### config.mk
export PLATFORM = sky130hd
export DESIGN_NAME = cacc_top
export DESIGN_NICKNAME = d
export VERILOG_FILES = /design/src/cacc_cell.sv /design/src/cacc_top.sv
export SDC_FILE = /design/constraint.sdc
export NUM_CORES = 1
export LEC_CHECK = 0
export BUFFER_PORTS_ARGS = -buffer_cell sky130_fd_sc_hd__buf_2
export CAP_MARGIN = 30
export CORE_MARGIN = 2
export CORE_UTILIZATION = 25
export CTS_BUF_LIST = sky130_fd_sc_hd__clkbuf_16
export CTS_CLUSTER_DIAMETER = 120
export DETAILED_ROUTE_END_ITERATION = 7
export GPL_TIMING_DRIVEN = 0
export PLACE_DENSITY = 0.37
export RECOVER_POWER = 50
export SYNTH_ARGS = -nofsm -noshare
export SYNTH_HDL_FRONTEND = slang
export SYNTH_SLANG_ARGS = --single-unit
### constraint.sdc
create_clock -name pclk -period 5.25 [get_ports pclk]
set_clock_uncertainty 0.05 [all_clocks]
set_input_delay 1.05 -clock pclk [delete_from_list [all_inputs] [get_ports pclk]]
set_output_delay 1.05 -clock pclk [all_outputs]
set_load 0.03 [all_outputs]
### src/cacc_cell.sv
// ==========================================================
// Shared constants and types
// ==========================================================
package cacc_pkg;
    // Sizes
    localparam int          NUM_MODULES_DEF = 5;
    localparam int          WDT_MODULE_DEF  = 4;
    // Register byte offsets
    localparam logic [7:0]  ADDR_CTRL       = 8'h00;
    localparam logic [7:0]  ADDR_FLAGS      = 8'h04;
    localparam logic [7:0]  ADDR_COUNT_LOW  = 8'h08;
    localparam logic [7:0]  ADDR_COUNT_HIGH = 8'h0c;
    localparam logic [7:0]  ADDR_WDT        = 8'h10;
    // Module n sits at upper nibble MOD_BASE_HI + n
    localparam logic [3:0]  MOD_BASE_HI     = 4'h2;
    localparam logic [1:0]  SEL_MODE        = 2'h0;
    localparam logic [1:0]  SEL_CMP_LOW     = 2'h1;
    localparam logic [1:0]  SEL_CMP_HIGH    = 2'h2;
    // Field positions
    localparam int          CTRL_RUN_BIT    = 0;
    localparam int          WDT_EN_BIT      = 0;
    // Reset values
    localparam logic [6:0]  MODE_RESET      = 7'h00;
    localparam logic [7:0]  BYTE_RESET      = 8'h00;
    localparam logic [15:0] COUNT_RESET     = 16'h0000;

    // Module mode register, bit 0 at the bottom
    typedef struct packed {
        logic comparator_enable;
        logic rising_edge_capture_enable;
        logic falling_edge_capture_enable;
        logic compare_hit_enable;
        logic output_flip_enable;
        logic pwm_enable;
        logic module_irq_enable;
    } cacc_mode_t;

    // Software write strobes for one module
    typedef struct packed {
        logic       mode;
        logic       low;
        logic       high;
        logic [7:0] data;
    } cacc_wr_t;
endpackage

// ==========================================================
// One compare/capture module
// ==========================================================
module cacc_cell (
    // Clock and reset
    input  wire logic               pclk,
    input  wire logic               presetn,
    // Shared counter
    input  wire logic [15:0]        count,
    input  wire logic               low_wrap,
    // Synchronised pin and its previous sample
    input  wire logic               pin_now,
    input  wire logic               pin_prev,
    // Software writes
    input  wire cacc_pkg::cacc_wr_t wr,
    // State
    output cacc_pkg::cacc_mode_t    mode_reg,
    output logic [7:0]              low_reg,
    output logic [7:0]              high_reg,
    output logic                    hit,
    output logic                    captured,
    output logic                    event_hit,
    output logic                    pin_out_reg,
    output logic                    pin_oe_reg
);
    import cacc_pkg::*;

    logic eq_prev_reg;
    logic eq;
    logic pwm_on;

    // Hit only on the first cycle of equality, so a stopped counter fires once
    assign eq        = (count == {high_reg, low_reg});
    assign hit       = eq & ~eq_prev_reg & mode_reg.comparator_enable;  // RULE_04
    assign captured  = (pin_now & ~pin_prev & mode_reg.rising_edge_capture_enable)
                     | (~pin_now & pin_prev & mode_reg.falling_edge_capture_enable); // RULE_21
    assign event_hit = captured | (hit & mode_reg.compare_hit_enable);
    assign pwm_on    = mode_reg.pwm_enable & mode_reg.comparator_enable;  // RULE_15

    // Equality history
    always_ff @(posedge pclk or negedge presetn) begin
        if (!presetn) eq_prev_reg <= 1'b0;
        else          eq_prev_reg <= eq;
    end

    // Mode register; compare byte writes steer the comparator enable
    always_ff @(posedge pclk or negedge presetn) begin
        if (!presetn) begin
            mode_reg <= cacc_mode_t'(MODE_RESET);
        end else if (wr.mode) begin
            mode_reg <= cacc_mode_t'(wr.data[6:0]);  // RULE_07
        end else if (wr.low) begin
            mode_reg.comparator_enable <= 1'b0;  // RULE_05
        end else if (wr.high) begin
            mode_reg.comparator_enable <= 1'b1;  // RULE_06
        end
    end

    // Low byte: software, capture, or reload at the low-byte wrap
    always_ff @(posedge pclk or negedge presetn) begin
        if (!presetn)               low_reg <= BYTE_RESET;
        else if (wr.low)            low_reg <= wr.data;
        else if (captured)          low_reg <= count[7:0];  // RULE_02
        else if (pwm_on && low_wrap) low_reg <= high_reg;   // RULE_14
    end

    // High byte: software or capture
    always_ff @(posedge pclk or negedge presetn) begin
        if (!presetn)      high_reg <= BYTE_RESET;
        else if (wr.high)  high_reg <= wr.data;
        else if (captured) high_reg <= count[15:8];  // RULE_02
    end

    // Pin drive: PWM level or toggle on hit
    always_ff @(posedge pclk or negedge presetn) begin
        if (!presetn) begin
            pin_out_reg <= 1'b0;
            pin_oe_reg  <= 1'b0;
        end else begin
            pin_oe_reg <= pwm_on | (mode_reg.output_flip_enable & mode_reg.compare_hit_enable
                                    & mode_reg.comparator_enable);
            if (pwm_on)
                pin_out_reg <= (count[7:0] >= low_reg);  // RULE_13
            else if (hit && mode_reg.output_flip_enable && mode_reg.compare_hit_enable)
                pin_out_reg <= ~pin_out_reg;  // RULE_10
        end
    end
endmodule // cacc_cell

### src/cacc_top.sv
// Summary of operation
// (RULE_01) Capture enabled by either edge enable bit
// (RULE_02) Selected pin edge copies counter into compare
// (RULE_03) Capture interrupts when flag and enable set
// (RULE_04) Compare match flags and may interrupt
// (RULE_05) Low byte write clears comparator enable
// (RULE_06) High byte write sets comparator enable
// (RULE_07) Comparator enable stays writable in mode register
// (RULE_08) Software loads nonzero compare before enabling
// (RULE_09) Software writes low byte then high
// (RULE_10) Toggle mode inverts pin on each match
// (RULE_11) Software writes compare bytes before toggle start
// (RULE_12) PWM modules share period, own duty byte
// (RULE_13) PWM low below duty byte, else high
// (RULE_14) Low byte wrap reloads duty from high
// (RULE_15) PWM needs pwm and comparator enable
// (RULE_16) Only last module may act as watchdog; here WDT_MODULE may name any module
// (RULE_17) Watchdog match raises internal reset only
// (RULE_18) Clearing watchdog enable stops reset generation
// (RULE_19) Software moves compare value to hold off
// (RULE_20) Event flags sticky until software clears
// (RULE_21) Either or single edge capture per enables
// (RULE_22) All modules see one shared count
//
// The APB interface to the registers and the register addresses were chosen for this implementation.
module cacc_top #(
    parameter int NUM_MODULES = cacc_pkg::NUM_MODULES_DEF,
    parameter int WDT_MODULE  = cacc_pkg::WDT_MODULE_DEF
) (
    // Clock and reset
    input  wire logic                   pclk,
    input  wire logic                   presetn,
    // APB slave
    input  wire logic                   psel,
    input  wire logic                   penable,
    input  wire logic                   pwrite,
    input  wire logic [7:0]             paddr,
    input  wire logic [31:0]            pwdata,
    output logic [31:0]                 prdata,
    output logic                        pready,
    output logic                        pslverr,
    // Module pins
    input  wire logic [NUM_MODULES-1:0] module_io_pin_in,
    output logic [NUM_MODULES-1:0]      module_io_pin_out,
    output logic [NUM_MODULES-1:0]      module_io_pin_oe,
    // Events out
    output logic                        irq_req,
    output logic                        watchdog_reset
);
    import cacc_pkg::*;

    // ==========================================================
    // Elaboration checks
    // ==========================================================
    if (NUM_MODULES < 1 || NUM_MODULES > 14) begin : g_bad_num
        $error("NUM_MODULES must be 1 to 14");
    end
    if (WDT_MODULE < 0 || WDT_MODULE >= NUM_MODULES) begin : g_bad_wdt
        $error("WDT_MODULE must name an existing module");
    end

    // ==========================================================
    // Declarations
    // ==========================================================
    logic                   run_reg;
    logic                   wdt_en_reg;
    logic [15:0]            count_reg;
    logic [NUM_MODULES-1:0] flags_reg;
    logic [NUM_MODULES-1:0] flags_next;
    logic [NUM_MODULES-1:0] sync1_reg;
    logic [NUM_MODULES-1:0] sync2_reg;
    logic [NUM_MODULES-1:0] prev_reg;
    logic [31:0]            prdata_reg;
    logic                   pready_reg;
    logic                   pslverr_reg;
    logic                   irq_reg;
    logic                   wdog_reg;
    logic                   setup;
    logic                   wr_fire;
    logic                   count_wr;
    logic                   low_wrap;
    logic [31:0]            rd_data;
    logic                   rd_err;
    logic [NUM_MODULES-1:0] evt_w;
    logic [NUM_MODULES-1:0] hit_w;
    logic [NUM_MODULES-1:0] cap_w;
    logic [NUM_MODULES-1:0] irq_en_w;
    logic [NUM_MODULES-1:0] flag_clr;
    cacc_mode_t             mode_w [NUM_MODULES];
    logic [7:0]             low_w  [NUM_MODULES];
    logic [7:0]             high_w [NUM_MODULES];
    cacc_wr_t               wr_w   [NUM_MODULES];

    // ==========================================================
    // Address decode
    // ==========================================================
    // Module index of an address, negative below the module window
    function automatic int mod_idx(input logic [7:0] a);
        return int'(a[7:4]) - int'(MOD_BASE_HI);
    endfunction

    // Address falls on an implemented module register
    function automatic logic mod_hit(input logic [7:0] a);
        return mod_idx(a) >= 0 && mod_idx(a) < NUM_MODULES
               && a[3:2] != 2'h3 && a[1:0] == 2'h0;
    endfunction

    // ==========================================================
    // APB handshake
    // ==========================================================
    // Zero wait states: data is registered in setup, ready in access
    assign setup   = psel & ~penable;
    assign wr_fire = psel & penable & pready_reg & pwrite;

    always_ff @(posedge pclk or negedge presetn) begin
        if (!presetn) begin
            pready_reg  <= 1'b0;
            pslverr_reg <= 1'b0;
            prdata_reg  <= 32'h0;
        end else begin
            pready_reg  <= setup;
            pslverr_reg <= setup & rd_err;
            prdata_reg  <= (setup && !pwrite) ? rd_data : 32'h0;
        end
    end

    // Read mux; unmapped addresses read zero and raise pslverr
    always_comb begin
        rd_data = 32'h0;
        rd_err  = 1'b0;
        if (mod_hit(paddr)) begin
            case (paddr[3:2])
                SEL_MODE:     rd_data = {25'h0, mode_w[mod_idx(paddr)]};
                SEL_CMP_LOW:  rd_data = {24'h0, low_w[mod_idx(paddr)]};
                SEL_CMP_HIGH: rd_data = {24'h0, high_w[mod_idx(paddr)]};
                default:      rd_err  = 1'b1;
            endcase
        end else begin
            case (paddr)
                ADDR_CTRL:       rd_data[CTRL_RUN_BIT] = run_reg;
                ADDR_FLAGS:      rd_data[NUM_MODULES-1:0] = flags_reg;
                ADDR_COUNT_LOW:  rd_data[7:0] = count_reg[7:0];
                ADDR_COUNT_HIGH: rd_data[7:0] = count_reg[15:8];
                ADDR_WDT:        rd_data[WDT_EN_BIT] = wdt_en_reg;
                default:         rd_err = 1'b1;
            endcase
        end
    end

    // ==========================================================
    // Control registers
    // ==========================================================
    always_ff @(posedge pclk or negedge presetn) begin
        if (!presetn) begin
            run_reg    <= 1'b0;
            wdt_en_reg <= 1'b0;
        end else if (wr_fire) begin
            if (paddr == ADDR_CTRL) run_reg <= pwdata[CTRL_RUN_BIT];
            if (paddr == ADDR_WDT) wdt_en_reg <= pwdata[WDT_EN_BIT];  // RULE_18
        end
    end

    // ==========================================================
    // Shared counter
    // ==========================================================
    assign count_wr = wr_fire & (paddr == ADDR_COUNT_LOW || paddr == ADDR_COUNT_HIGH);
    // Wrap pulse lines up with the edge where the low byte becomes zero
    assign low_wrap = run_reg & ~count_wr & (count_reg[7:0] == 8'hff);  // RULE_12

    // One register feeds every module in the same cycle
    always_ff @(posedge pclk or negedge presetn) begin
        if (!presetn)
            count_reg <= COUNT_RESET;
        else if (wr_fire && paddr == ADDR_COUNT_LOW)
            count_reg[7:0] <= pwdata[7:0];
        else if (wr_fire && paddr == ADDR_COUNT_HIGH)
            count_reg[15:8] <= pwdata[7:0];
        else if (run_reg)
            count_reg <= count_reg + 16'h0001;  // RULE_22
    end

    // ==========================================================
    // Pin synchronisers
    // ==========================================================
    // Pins are asynchronous; edges are judged on the second stage only
    always_ff @(posedge pclk or negedge presetn) begin
        if (!presetn) begin
            sync1_reg <= '0;
            sync2_reg <= '0;
            prev_reg  <= '0;
        end else begin
            sync1_reg <= module_io_pin_in;
            sync2_reg <= sync1_reg;
            prev_reg  <= sync2_reg;  // RULE_01
        end
    end

    // ==========================================================
    // Modules
    // ==========================================================
    for (genvar i = 0; i < NUM_MODULES; i++) begin : g_mod
        // Write strobes for this module
        always_comb begin
            wr_w[i].data = pwdata[7:0];
            wr_w[i].mode = wr_fire & mod_hit(paddr) & (mod_idx(paddr) == i)
                         & (paddr[3:2] == SEL_MODE);
            wr_w[i].low  = wr_fire & mod_hit(paddr) & (mod_idx(paddr) == i)
                         & (paddr[3:2] == SEL_CMP_LOW);
            wr_w[i].high = wr_fire & mod_hit(paddr) & (mod_idx(paddr) == i)
                         & (paddr[3:2] == SEL_CMP_HIGH);
        end
        assign irq_en_w[i] = mode_w[i].module_irq_enable;

        cacc_cell u_cell (
            .pclk        (pclk),
            .presetn     (presetn),
            .count       (count_reg),
            .low_wrap    (low_wrap),
            .pin_now     (sync2_reg[i]),
            .pin_prev    (prev_reg[i]),
            .wr          (wr_w[i]),
            .mode_reg    (mode_w[i]),
            .low_reg     (low_w[i]),
            .high_reg    (high_w[i]),
            .hit         (hit_w[i]),
            .captured    (cap_w[i]),
            .event_hit   (evt_w[i]),
            .pin_out_reg (module_io_pin_out[i]),
            .pin_oe_reg  (module_io_pin_oe[i])
        );
    end

    // ==========================================================
    // Event flags and interrupt request
    // ==========================================================
    // Write one to clear; a new event in the same cycle wins
    assign flag_clr   = (wr_fire && paddr == ADDR_FLAGS) ? pwdata[NUM_MODULES-1:0] : '0;
    assign flags_next = (flags_reg & ~flag_clr) | evt_w;  // RULE_20

    always_ff @(posedge pclk or negedge presetn) begin
        if (!presetn) begin
            flags_reg <= '0;
            irq_reg   <= 1'b0;
        end else begin
            flags_reg <= flags_next;
            irq_reg   <= |(flags_reg & irq_en_w);  // RULE_03 RULE_04
        end
    end

    // ==========================================================
    // Watchdog
    // ==========================================================
    // Internal reset pulse only; the block itself is not reset by it
    always_ff @(posedge pclk or negedge presetn) begin
        if (!presetn)
            wdog_reg <= 1'b0;
        else
            wdog_reg <= wdt_en_reg & hit_w[WDT_MODULE]
                      & mode_w[WDT_MODULE].compare_hit_enable;  // RULE_16 RULE_17
    end

    // ==========================================================
    // Outputs
    // ==========================================================
    assign prdata         = prdata_reg;
    assign pready         = pready_reg;
    assign pslverr        = pslverr_reg;
    assign irq_req        = irq_reg;
    assign watchdog_reset = wdog_reg;
endmodule // cacc_top

### Word-level counts from Yosys, hierarchy flattened

Index checks and enable logic that the tools add are counted.

* add/sub/neg operators: 2
* multipliers: 0
* div/mod/pow operators: 0
* $lt $le $gt $ge: 8
* equality and inequality tests: 18
* shift operators: 0
* mux-type cells: 74
* bitwise operators: 124
* reductions and logical operators: 57

Operators by type and width (number)
* 8-bit two-way mux: 33
* 1-bit AND: 81
* 16-bit == test: 5
* 8-bit binary-select mux with 3-bit select: 2
* 8-bit greater-or-equal comparator: 5
* 32-bit by 4-bit greater-or-equal comparator with 1-bit output (second input constant): 1
* 32-bit zero test: 1
* 32-bit two-way mux: 1
* 32-bit inverter: 1
* 3-bit nonzero test: 10
* 1-bit two-way mux: 28
* 24-bit two-way mux: 1
* 8-bit one-hot mux with 3 select lines: 1
* 2-bit nonzero test: 12
* 1-bit inverter: 23
* 1-bit logical AND: 22
* 7-bit binary-select mux with 3-bit select: 1
* 16-bit by 1-bit adder with 16-bit output (second input constant): 1
* 8-bit by 4-bit == test with 1-bit output (second input constant): 2
* 16-bit two-way mux: 1
* 1-bit bitwise OR: 15
* 7-bit two-way mux: 2
* 4-bit one-hot mux with 3 select lines: 1
* 5-bit AND: 2
* 24 further kinds: 31

* flip-flop bits (word level): 204
* latch bits: 0
* memory bits (writable): 0
* ROM bits: 0
* input bits: 50
* output and inout port bits: 46
* word-level logic and storage cells: 356
* memories: 0

### Logic depth before layout (Yosys ltp)

Gate-level depths: netlist of the first run.

* word-level depth: 11
* mapped depth: 14

### Hierarchy

From an unflattened synthesis of the first run, not the netlist that was laid out.

* cells, all modules: 1144
* area total of the unflattened synthesis: 11452.2 um2

Modules (own cells, without submodules)
* cacc_cell: times used 5, cells an instance 150, area an instance 1550.2 um2, sequential area each 650.6 um2
* cacc_top: times used 1, cells an instance 394, area an instance 3701.0 um2, sequential area each 1251.2 um2

### Worst setup path after synthesis of the first run

Ideal clock, no wire load.

* path type: input -> register
* start: in paddr[5]
* end: reg g_mod[3].u_cell.mode_reg[0] in the netlist's numbering
* setup time: 0.128 ns
* arrival: 3.734 ns
* setup slack: 1.339 ns
* cell stages on the path: 11
* path buffers: 3
* path through: buf_4 -> buf_2 -> buf_2 -> inv_1 -> ha_1 -> a2111oi_0 -> ha_1 -> nand4_1 -> or3_1 -> nor3_4 -> mux2_1

* longest elaborated chain between the ends: 8
* elaborated cells on any way between the ends: 10
* those cells by class: add/sub (1); order compare (2); eq/ne (1); bitwise (3); reduce/logical (3)

RTL lines
* from (decl): line cacc_top.sv:37 `input wire logic [7:0] paddr,`
* 4-bit by 2-bit subtractor with 5-bit output *: line cacc_top.sv:99 `return int'(a[7:4]) - int'(MOD_BASE_HI);`
* 5-bit by 1-bit greater-or-equal comparator with 1-bit output / 5-bit by 4-bit less-than comparator with 1-bit output (equally long branches): line cacc_top.sv:104 `return mod_idx(a) >= 0 && mod_idx(a) < NUM_MODULES`
* 1-bit logical AND: line cacc_top.sv:104
* 1-bit logical AND (2 in series): line cacc_top.sv:105 `&& a[3:2] != 2'h3 && a[1:0] == 2'h0;`
* 1-bit AND: line cacc_top.sv:205 `wr_w[i].mode = wr_fire & mod_hit(paddr) & (mod_idx(paddr) == i)`
* 1-bit AND *: line cacc_top.sv:205
* 1-bit AND *: line cacc_top.sv:206 `& (paddr[3:2] == SEL_MODE);`
* to (signal assigned): line cacc_cell.sv:95 `mode_reg <= cacc_mode_t'(MODE_RESET);`
* to (signal assigned): line cacc_cell.sv:97 `mode_reg <= cacc_mode_t'(wr.data[6:0]);`
* to (decl): line cacc_cell.sv:63 `output cacc_pkg::cacc_mode_t mode_reg,`

Every way passes the cells marked *; elsewhere a longest branch is shown, timed or not.
A chain may end at the register's enable or synchronous reset.

### Worst setup path after layout of the first run

* start: in paddr[5]
* end: reg g_mod[0].u_cell.low_reg[2]

* longest elaborated chain between the ends: 9
* elaborated cells on any way between the ends: 20
* those cells by class: add/sub (1); order compare (2); eq/ne (2); mux (1); bitwise (7); reduce/logical (7)

RTL lines
* 4-bit by 2-bit subtractor with 5-bit output: line cacc_top.sv:99
* 5-bit by 1-bit greater-or-equal comparator with 1-bit output / 5-bit by 4-bit less-than comparator with 1-bit output (equally long branches): line cacc_top.sv:104
* 1-bit logical AND: line cacc_top.sv:104
* 1-bit logical AND (2 in series): line cacc_top.sv:105
* 1-bit AND (2 in series): line cacc_top.sv:207 `wr_w[i].low = wr_fire & mod_hit(paddr) & (mod_idx(paddr) == i)`
* 1-bit AND: line cacc_top.sv:208 `& (paddr[3:2] == SEL_CMP_LOW);`
* 3-bit nonzero test (no source line) / 8-bit two-way mux (equally long branches)
* to (signal assigned): line cacc_cell.sv:108 `else if (wr.low) low_reg <= wr.data;`
* to (signal assigned): line cacc_cell.sv:109 `else if (captured) low_reg <= count[7:0];`
* to (signal assigned): line cacc_cell.sv:110 `else if (pwm_on && low_wrap) low_reg <= high_reg;`
* to (decl): line cacc_cell.sv:64 `output logic [7:0] low_reg,`

Several ways; a longest one is shown, not always the timed one.

==> metrics, run 1 <==
Initial DRC Count 1247; CP Capture Type flip-flop; syn avg cell area 9.357 sq um; core area 46460 sq um; ys flop type dfrtp_1; GRT overflow 0; max-slew violations 101; Slew @ Worst Pin 2037 ps; RSZ-0062 raised after global routing no; CP Class in -> reg; number of nets in the layout 1443; Final Setup Violations 0; CP Launch Type input port; Post-synth top cells dfrtp_1, nand2_1, nor2_1; Post-route DRC 0; Starting Density 25.32%; PwrDens 230.0 nW/um^2; DIE AREA 48800 sq um; GPL Wtd Cong 0.9240; Clock Tree Buf Depth 2; outcome finished with violations; number of antenna-violating nets in the routed design 0; Clock Sinks 180; largest net degree at the start of global routing 83; # diodes 0; Die Y 220.9 um; sequential element share of the synthesized area 38.30%; die extent in x 220.9 um; cts hold-fix bufs 0; H-tree levels 4; drt pass-1 iters 6; Leak Pwr 0.005775 uW; Avg Vias per Cell 5.362; IO Count 96; Hold Path Class reg -> reg; Highest Clock Rate 215.9 MHz; vias in the first global route 10370; total of max-cap violations 2; Slowest-stage cell, CP nor4_2; CP cell instances buf_2 > buf_4 > buf_2 > buf_2 > inv_1 > ha_1 > a2111oi_0 > ha_1 > nand4_1 > nor4_2 > clkbuf_1 > nand2_1 > o31ai_1; clock root buffer clkbuf_16; Worst EP arrival 4980 ps; Mapped Cells 1257; Reg clk slew, reported paths 70 ps; postcts setup bufs 0; initial antenna violation count 0; row count 79; Hold WS 302.6 ps; TritonCTS clock tree done; final worst-path cycle share 88.24%; synth warn 0; Req. time, crit path 5600 ps; clk_lat worst skew 500 ps; cell area after layout 13490 sq um; total CTS buffers 17; distinct cell type count after synthesis 70; Rel. slew slack -35.79%; Final Util 29.03%; post-synth top area cell dfrtp_1; post-synth top area share 38.30%; Post-synth EDFFs 0; drt wl/cell 27.38 um; # resized after CTS 0; CP dominant cell by count buf_2; minimum clock period 4633 ps; Port Buffers 40; DR vias 10560; leading post-synthesis cells by cell area dfrtp_1, nand2_1, ha_1, mux4_2, a31oi_1; Worst path max stage delay 810 ps; total track usage 22.26%; Power, Total 3102 uW; most common cell in the netlist dfrtp_1; asr flop ratio synth 100.0%; Synth Register Bits 180; first-pass GRT wire length 78.07 mm; HPWL after DPL 40.83 mm; failing checks capacitance limit, slew limit; maximum fanout along the worst path 10; final number of hold-violating endpoints 0; share of cells above drive strength 1 15.86%; final wirelength 53.90 mm; Mapped Area 11760 sq um; Cell Area, Placed 12960 sq um; VDD IR max 0.2228 mV; Layout area overhead 14.68%
where the power goes:
group,total (uW),switching [uW],internal (uW)
clock network,1350,686,663
logic,323,224,99.4
registers,1430,25.5,1400
cell usage in the layout, fill, tap and decap left out, types with 31 or more instances in the layout:
cell / instances
a31oi_1: 63
buf_4: 38
buf_2: 55
dfrtp_1: 180
a21oi_1: 35
inv_1: 46
mux2_2: 34
xnor2_1: 38
ha_1: 44
clkbuf_1: 67
mux2i_1: 32
o21ai_0: 31
nor2_1: 88
nand2_1: 157
cells by family after synthesis:
family	after synthesis	synth area share [%]
compound gates	315	18.43
xor+xnor	42	3.128
fa+ha+maj	44	4.681
buf+inv	175	7.128
flops	180	38.30
mux	94	10.77
other cells	1	0.03188
simple gates	406	17.54
stage by stage:
step                setup slack (ps)  cells  setup TNS (ps)
CTS                            739.2   1969               0
floorplan                       1339   1280               0
global placement              -473.4   1927          -80800
finish                         617.2   1969               0
global route                   271.3   1969               0
detailed placement             196.8   1937               0
worst paths after layout:
| path | from | end | slack, ps | cells past startpoint |
|---|---|---|---|---|
| min reg2reg | sync1_reg[2] | sync2_reg[2] | 300 | 0 |
| max | paddr[5] | g_mod[0].u_cell.low_reg[2] | 620 | 13 |
| min | sync1_reg[2] | sync2_reg[2] | 300 | 0 |
| max reg2reg | count_reg[0] | g_mod[0].u_cell.pin_out_reg | 2020 | 8 |
| max in group asynchronous | presetn | watchdog_reset | 1030 | 3 |
| min in group asynchronous | presetn | sync1_reg[3] | 1070 | 1 |
critical path, delay by kind of cell:
kind / cells / cell delay (ps)
simple gates: 3 / 1210
compound gates: 2 / 450
buf+inv: 6 / 1750
fa+ha+maj: 2 / 480
metal layers:
metal	global-route usage, %	vias to the layer above	share of wire (%)
met5	0	-	0
met4	9.244	0	3.5
met3	4.130	90	5.8
met2	33.04	407	44
met1	31.61	5338	47
li1	-	4722	-
area by class of cell:
class / count / area, sq um
inverter: 48 / 180.2
clock inverter: 15 / 141.4
tap: 607 / 759.5
clock buffer: 17 / 425.4
timing repair buffer: 50 / 314.1
fill: 4939 / 32970
buffer: 127 / 658.1
sequential: 180 / 4504
multi-input combinational: 925 / 6505
(Power assumes the default switching activity.)
==> run 2, diff against run 1 <==
--- a/config.mk
+++ b/config.mk
@@ -7,6 +7,7 @@
 export LEC_CHECK = 0
 export BUFFER_PORTS_ARGS = -buffer_cell sky130_fd_sc_hd__buf_2
 export CAP_MARGIN = 30
+export CORE_ASPECT_RATIO = 0.7
 export CORE_MARGIN = 2
 export CORE_UTILIZATION = 25
 export CTS_BUF_LIST = sky130_fd_sc_hd__clkbuf_16
==> run 2 against run 1 <==
- the run still ends with capacitance limit, slew limit left
- setup slack got worse by 190 ps
- register-to-register slack worse by 370 ps
- sequential share of layout area about the same
- clock-buffer cell count is the same
- critical path depth unchanged
- wire length grew 5.1%
- maximum frequency down 4.0%
- non-clock buffer count shrank 1
- total power is 0.89% lower
- sequential power about the same
- die area hardly changed
- clock power fell by 3%
==> metrics, run 2 (synthesis results as in run 1) <==
die extent in x 263.2 um (+19%); DIE AREA 48820 sq um (about the same); Worst path max stage delay 890 ps (+80 ps); Req. time, crit path 5580 ps (-20 ps); Slowest-stage cell, CP nor4_2; final number of hold-violating endpoints 0 (unchanged); HPWL after DPL 42.20 mm (+3.4%); Port Buffers 40 (unchanged); Power, Total 3075 uW (-0.89%); Avg Vias per Cell 5.448 (+1.6%); CP Class in -> reg; total track usage 23.27% (+1.0 points); PwrDens 228.0 nW/um^2 (-0.86%); Clock Sinks 180 (unchanged); share of cells above drive strength 1 15.80% (-0.062 points); setup ws final 425.1 ps (-192.1 ps); TritonCTS clock tree done; core area 46410 sq um (-0.10%); Rel. slew slack -75.07% (-39 points); Min-Delay Endpoint sync2_reg[3]; Post-route DRC 0 (unchanged); GRT overflow 0 (unchanged); total of max-cap violations 1 (-1); FF-to-FF path depth 8 (unchanged); outcome finished with violations; pre-CTS setup slack 2.212 ps (-194.6 ps); drt pass-1 iters 5 (-1); CP Launch Type input port; vias in the first global route 10220 (-1.5%); final wirelength 56.63 mm (+5.1%); Reg clk slew, reported paths 80 ps (about the same); worst hold path depth 0 (unchanged); Worst EP arrival 5150 ps (+170 ps); Leak Pwr 0.005769 uW (-0.10%); first-pass GRT wire length 79.78 mm (+2.2%); CP cell instances buf_2 > buf_4 > buf_2 > buf_2 > inv_1 > ha_1 > a2111oi_0 > ha_1 > nand4_1 > nor4_2 > clkbuf_1 > nand2_1 > o31ai_1; cell area after layout 13480 sq um (about the same); dpl cells 1940 (+0.15%); Initial DRC Count 1292 (+3.6%); CP Capture Type flip-flop; Starting Density 25.34% (+0.026 points); largest net degree at the start of global routing 96 (+16%); non-filler cells, final 1975 (+0.30%); drt wl/cell 28.67 um (+4.7%); FF-to-FF setup slack 1650 ps (-370 ps); VDD IR max 0.2005 mV (-10%); Cell Area, Placed 12940 sq um (-0.13%); Final Setup Violations 0 (unchanged); clock root buffer clkbuf_16; CP dominant cell by count buf_2; Layout area overhead 14.65% (about the same); postcts setup bufs 0 (unchanged); minimum clock period 4825 ps (+192.1 ps); clk_lat worst skew 470 ps (-30 ps); GPL Wtd Cong 0.9616 (+4.1%); max-slew violations 96 (-5.0%); failing checks capacitance limit, slew limit; initial antenna violation count 2 (+2); Slew @ Worst Pin 2626 ps (+589.2 ps); final worst-path cycle share 91.90% (+3.7 points); number of nets in the layout 1442 (-0.069%); DR vias 10760 (+1.9%); total CTS buffers 17 (unchanged); Clock Tree Buf Depth 2 (unchanged); Buf/Inv on CP 6 (unchanged); RR Endpoint g_mod[1].u_cell.pin_out_reg; cell family with most CP delay buffers and inverters; Hold Crit Start sync1_reg[3]; RSZ-0062 raised after global routing no; r2r startpoint count_reg[0]; Hold Path Class reg -> reg; cts hold-fix bufs 0 (unchanged); # resized after CTS 0 (unchanged); commonest non-fill, non-tap cell in the layout dfrtp_1; IO Count 96 (unchanged); number of antenna-violating nets in the routed design 0 (unchanged); H-tree levels 4 (unchanged); most frequent cells in the layout dfrtp_1, nand2_1, nor2_1; Die Y 185.5 um (-16%); maximum fanout along the worst path 10 (unchanged); Highest Clock Rate 207.3 MHz (-4.0%); row count 66 (-16%)
-- run 2: cell count changes in the layout (fill, tap and decap cells not counted), moves of 2 or more --
cell | before | now
buf_8 | 3 | 5
diode_2 | 0 | 2
clkinvlp_4 | 3 | 1
inv_6 | 8 | 6
inv_8 | 0 | 4
buf_2 | 55 | 53
-- run 2: area by class of cell --
| cell class | instances | area, sq um |
|---|---|---|
| diodes | 2 | 5.005 |
| plain buffers | 127 | 658.1 |
| clock buffers | 17 | 425.4 |
| clock inverters | 15 | 131.4 |
| fillers | 4981 | 32930 |
| inverters | 48 | 180.2 |
| multi-input cells | 925 | 6511 |
| flip-flops and latches | 180 | 4504 |
| well taps | 612 | 765.7 |
| repair buffers | 49 | 302.8 |
-- run 2: stage by stage --
| step | TNS (ps) | utilization, % | hold WS, ps |
|---|---|---|---|
| 4_1_cts | 0 | 29.08 | 303.8 |
| 3_5_place_dp | 0 | 27.88 | 284.7 |
| 6_report | 0 | 29.05 | 302.7 |
| 3_3_place_gp | -77210 | 27.61 | 287.7 |
| 2_1_floorplan | 0 | - | 281.2 |
| 5_1_grt | 0 | 29.04 | 301.5 |
-- run 2: power by group --
part / leakage, uW / internal (uW) / total, uW / switching (uW)
clock: 0.000275 / 628 / 1310 / 686
combinational: 0.00324 / 97.4 / 328 / 231
sequential: 0.00225 / 1400 / 1430 / 28.8
-- run 2: worst max path at each step --
stage	start	end	slack [ps]	cells after the start
3_5_place_dp	paddr[5]	g_mod[3].u_cell.low_reg[5]	2	13
3_3_place_gp	presetn	sync1_reg[4]	-460	1
2_1_floorplan	paddr[5]	g_mod[3].u_cell.mode_reg[0]	1340	11
6_report	paddr[5]	g_mod[3].u_cell.low_reg[3]	430	13
4_1_cts	paddr[5]	g_mod[3].u_cell.low_reg[5]	470	13
5_1_grt	paddr[5]	g_mod[3].u_cell.low_reg[6]	170	13
-- run 2: per-layer routing --
layer  GRT usage [%]  vias to the layer above  share of wire, %
li1                -                     4726                 -
met1           35.11                     5445                48
met2           32.33                      526                40
met3           6.773                       63                11
met4           4.731                        0               1.4
met5               0                        -                 0
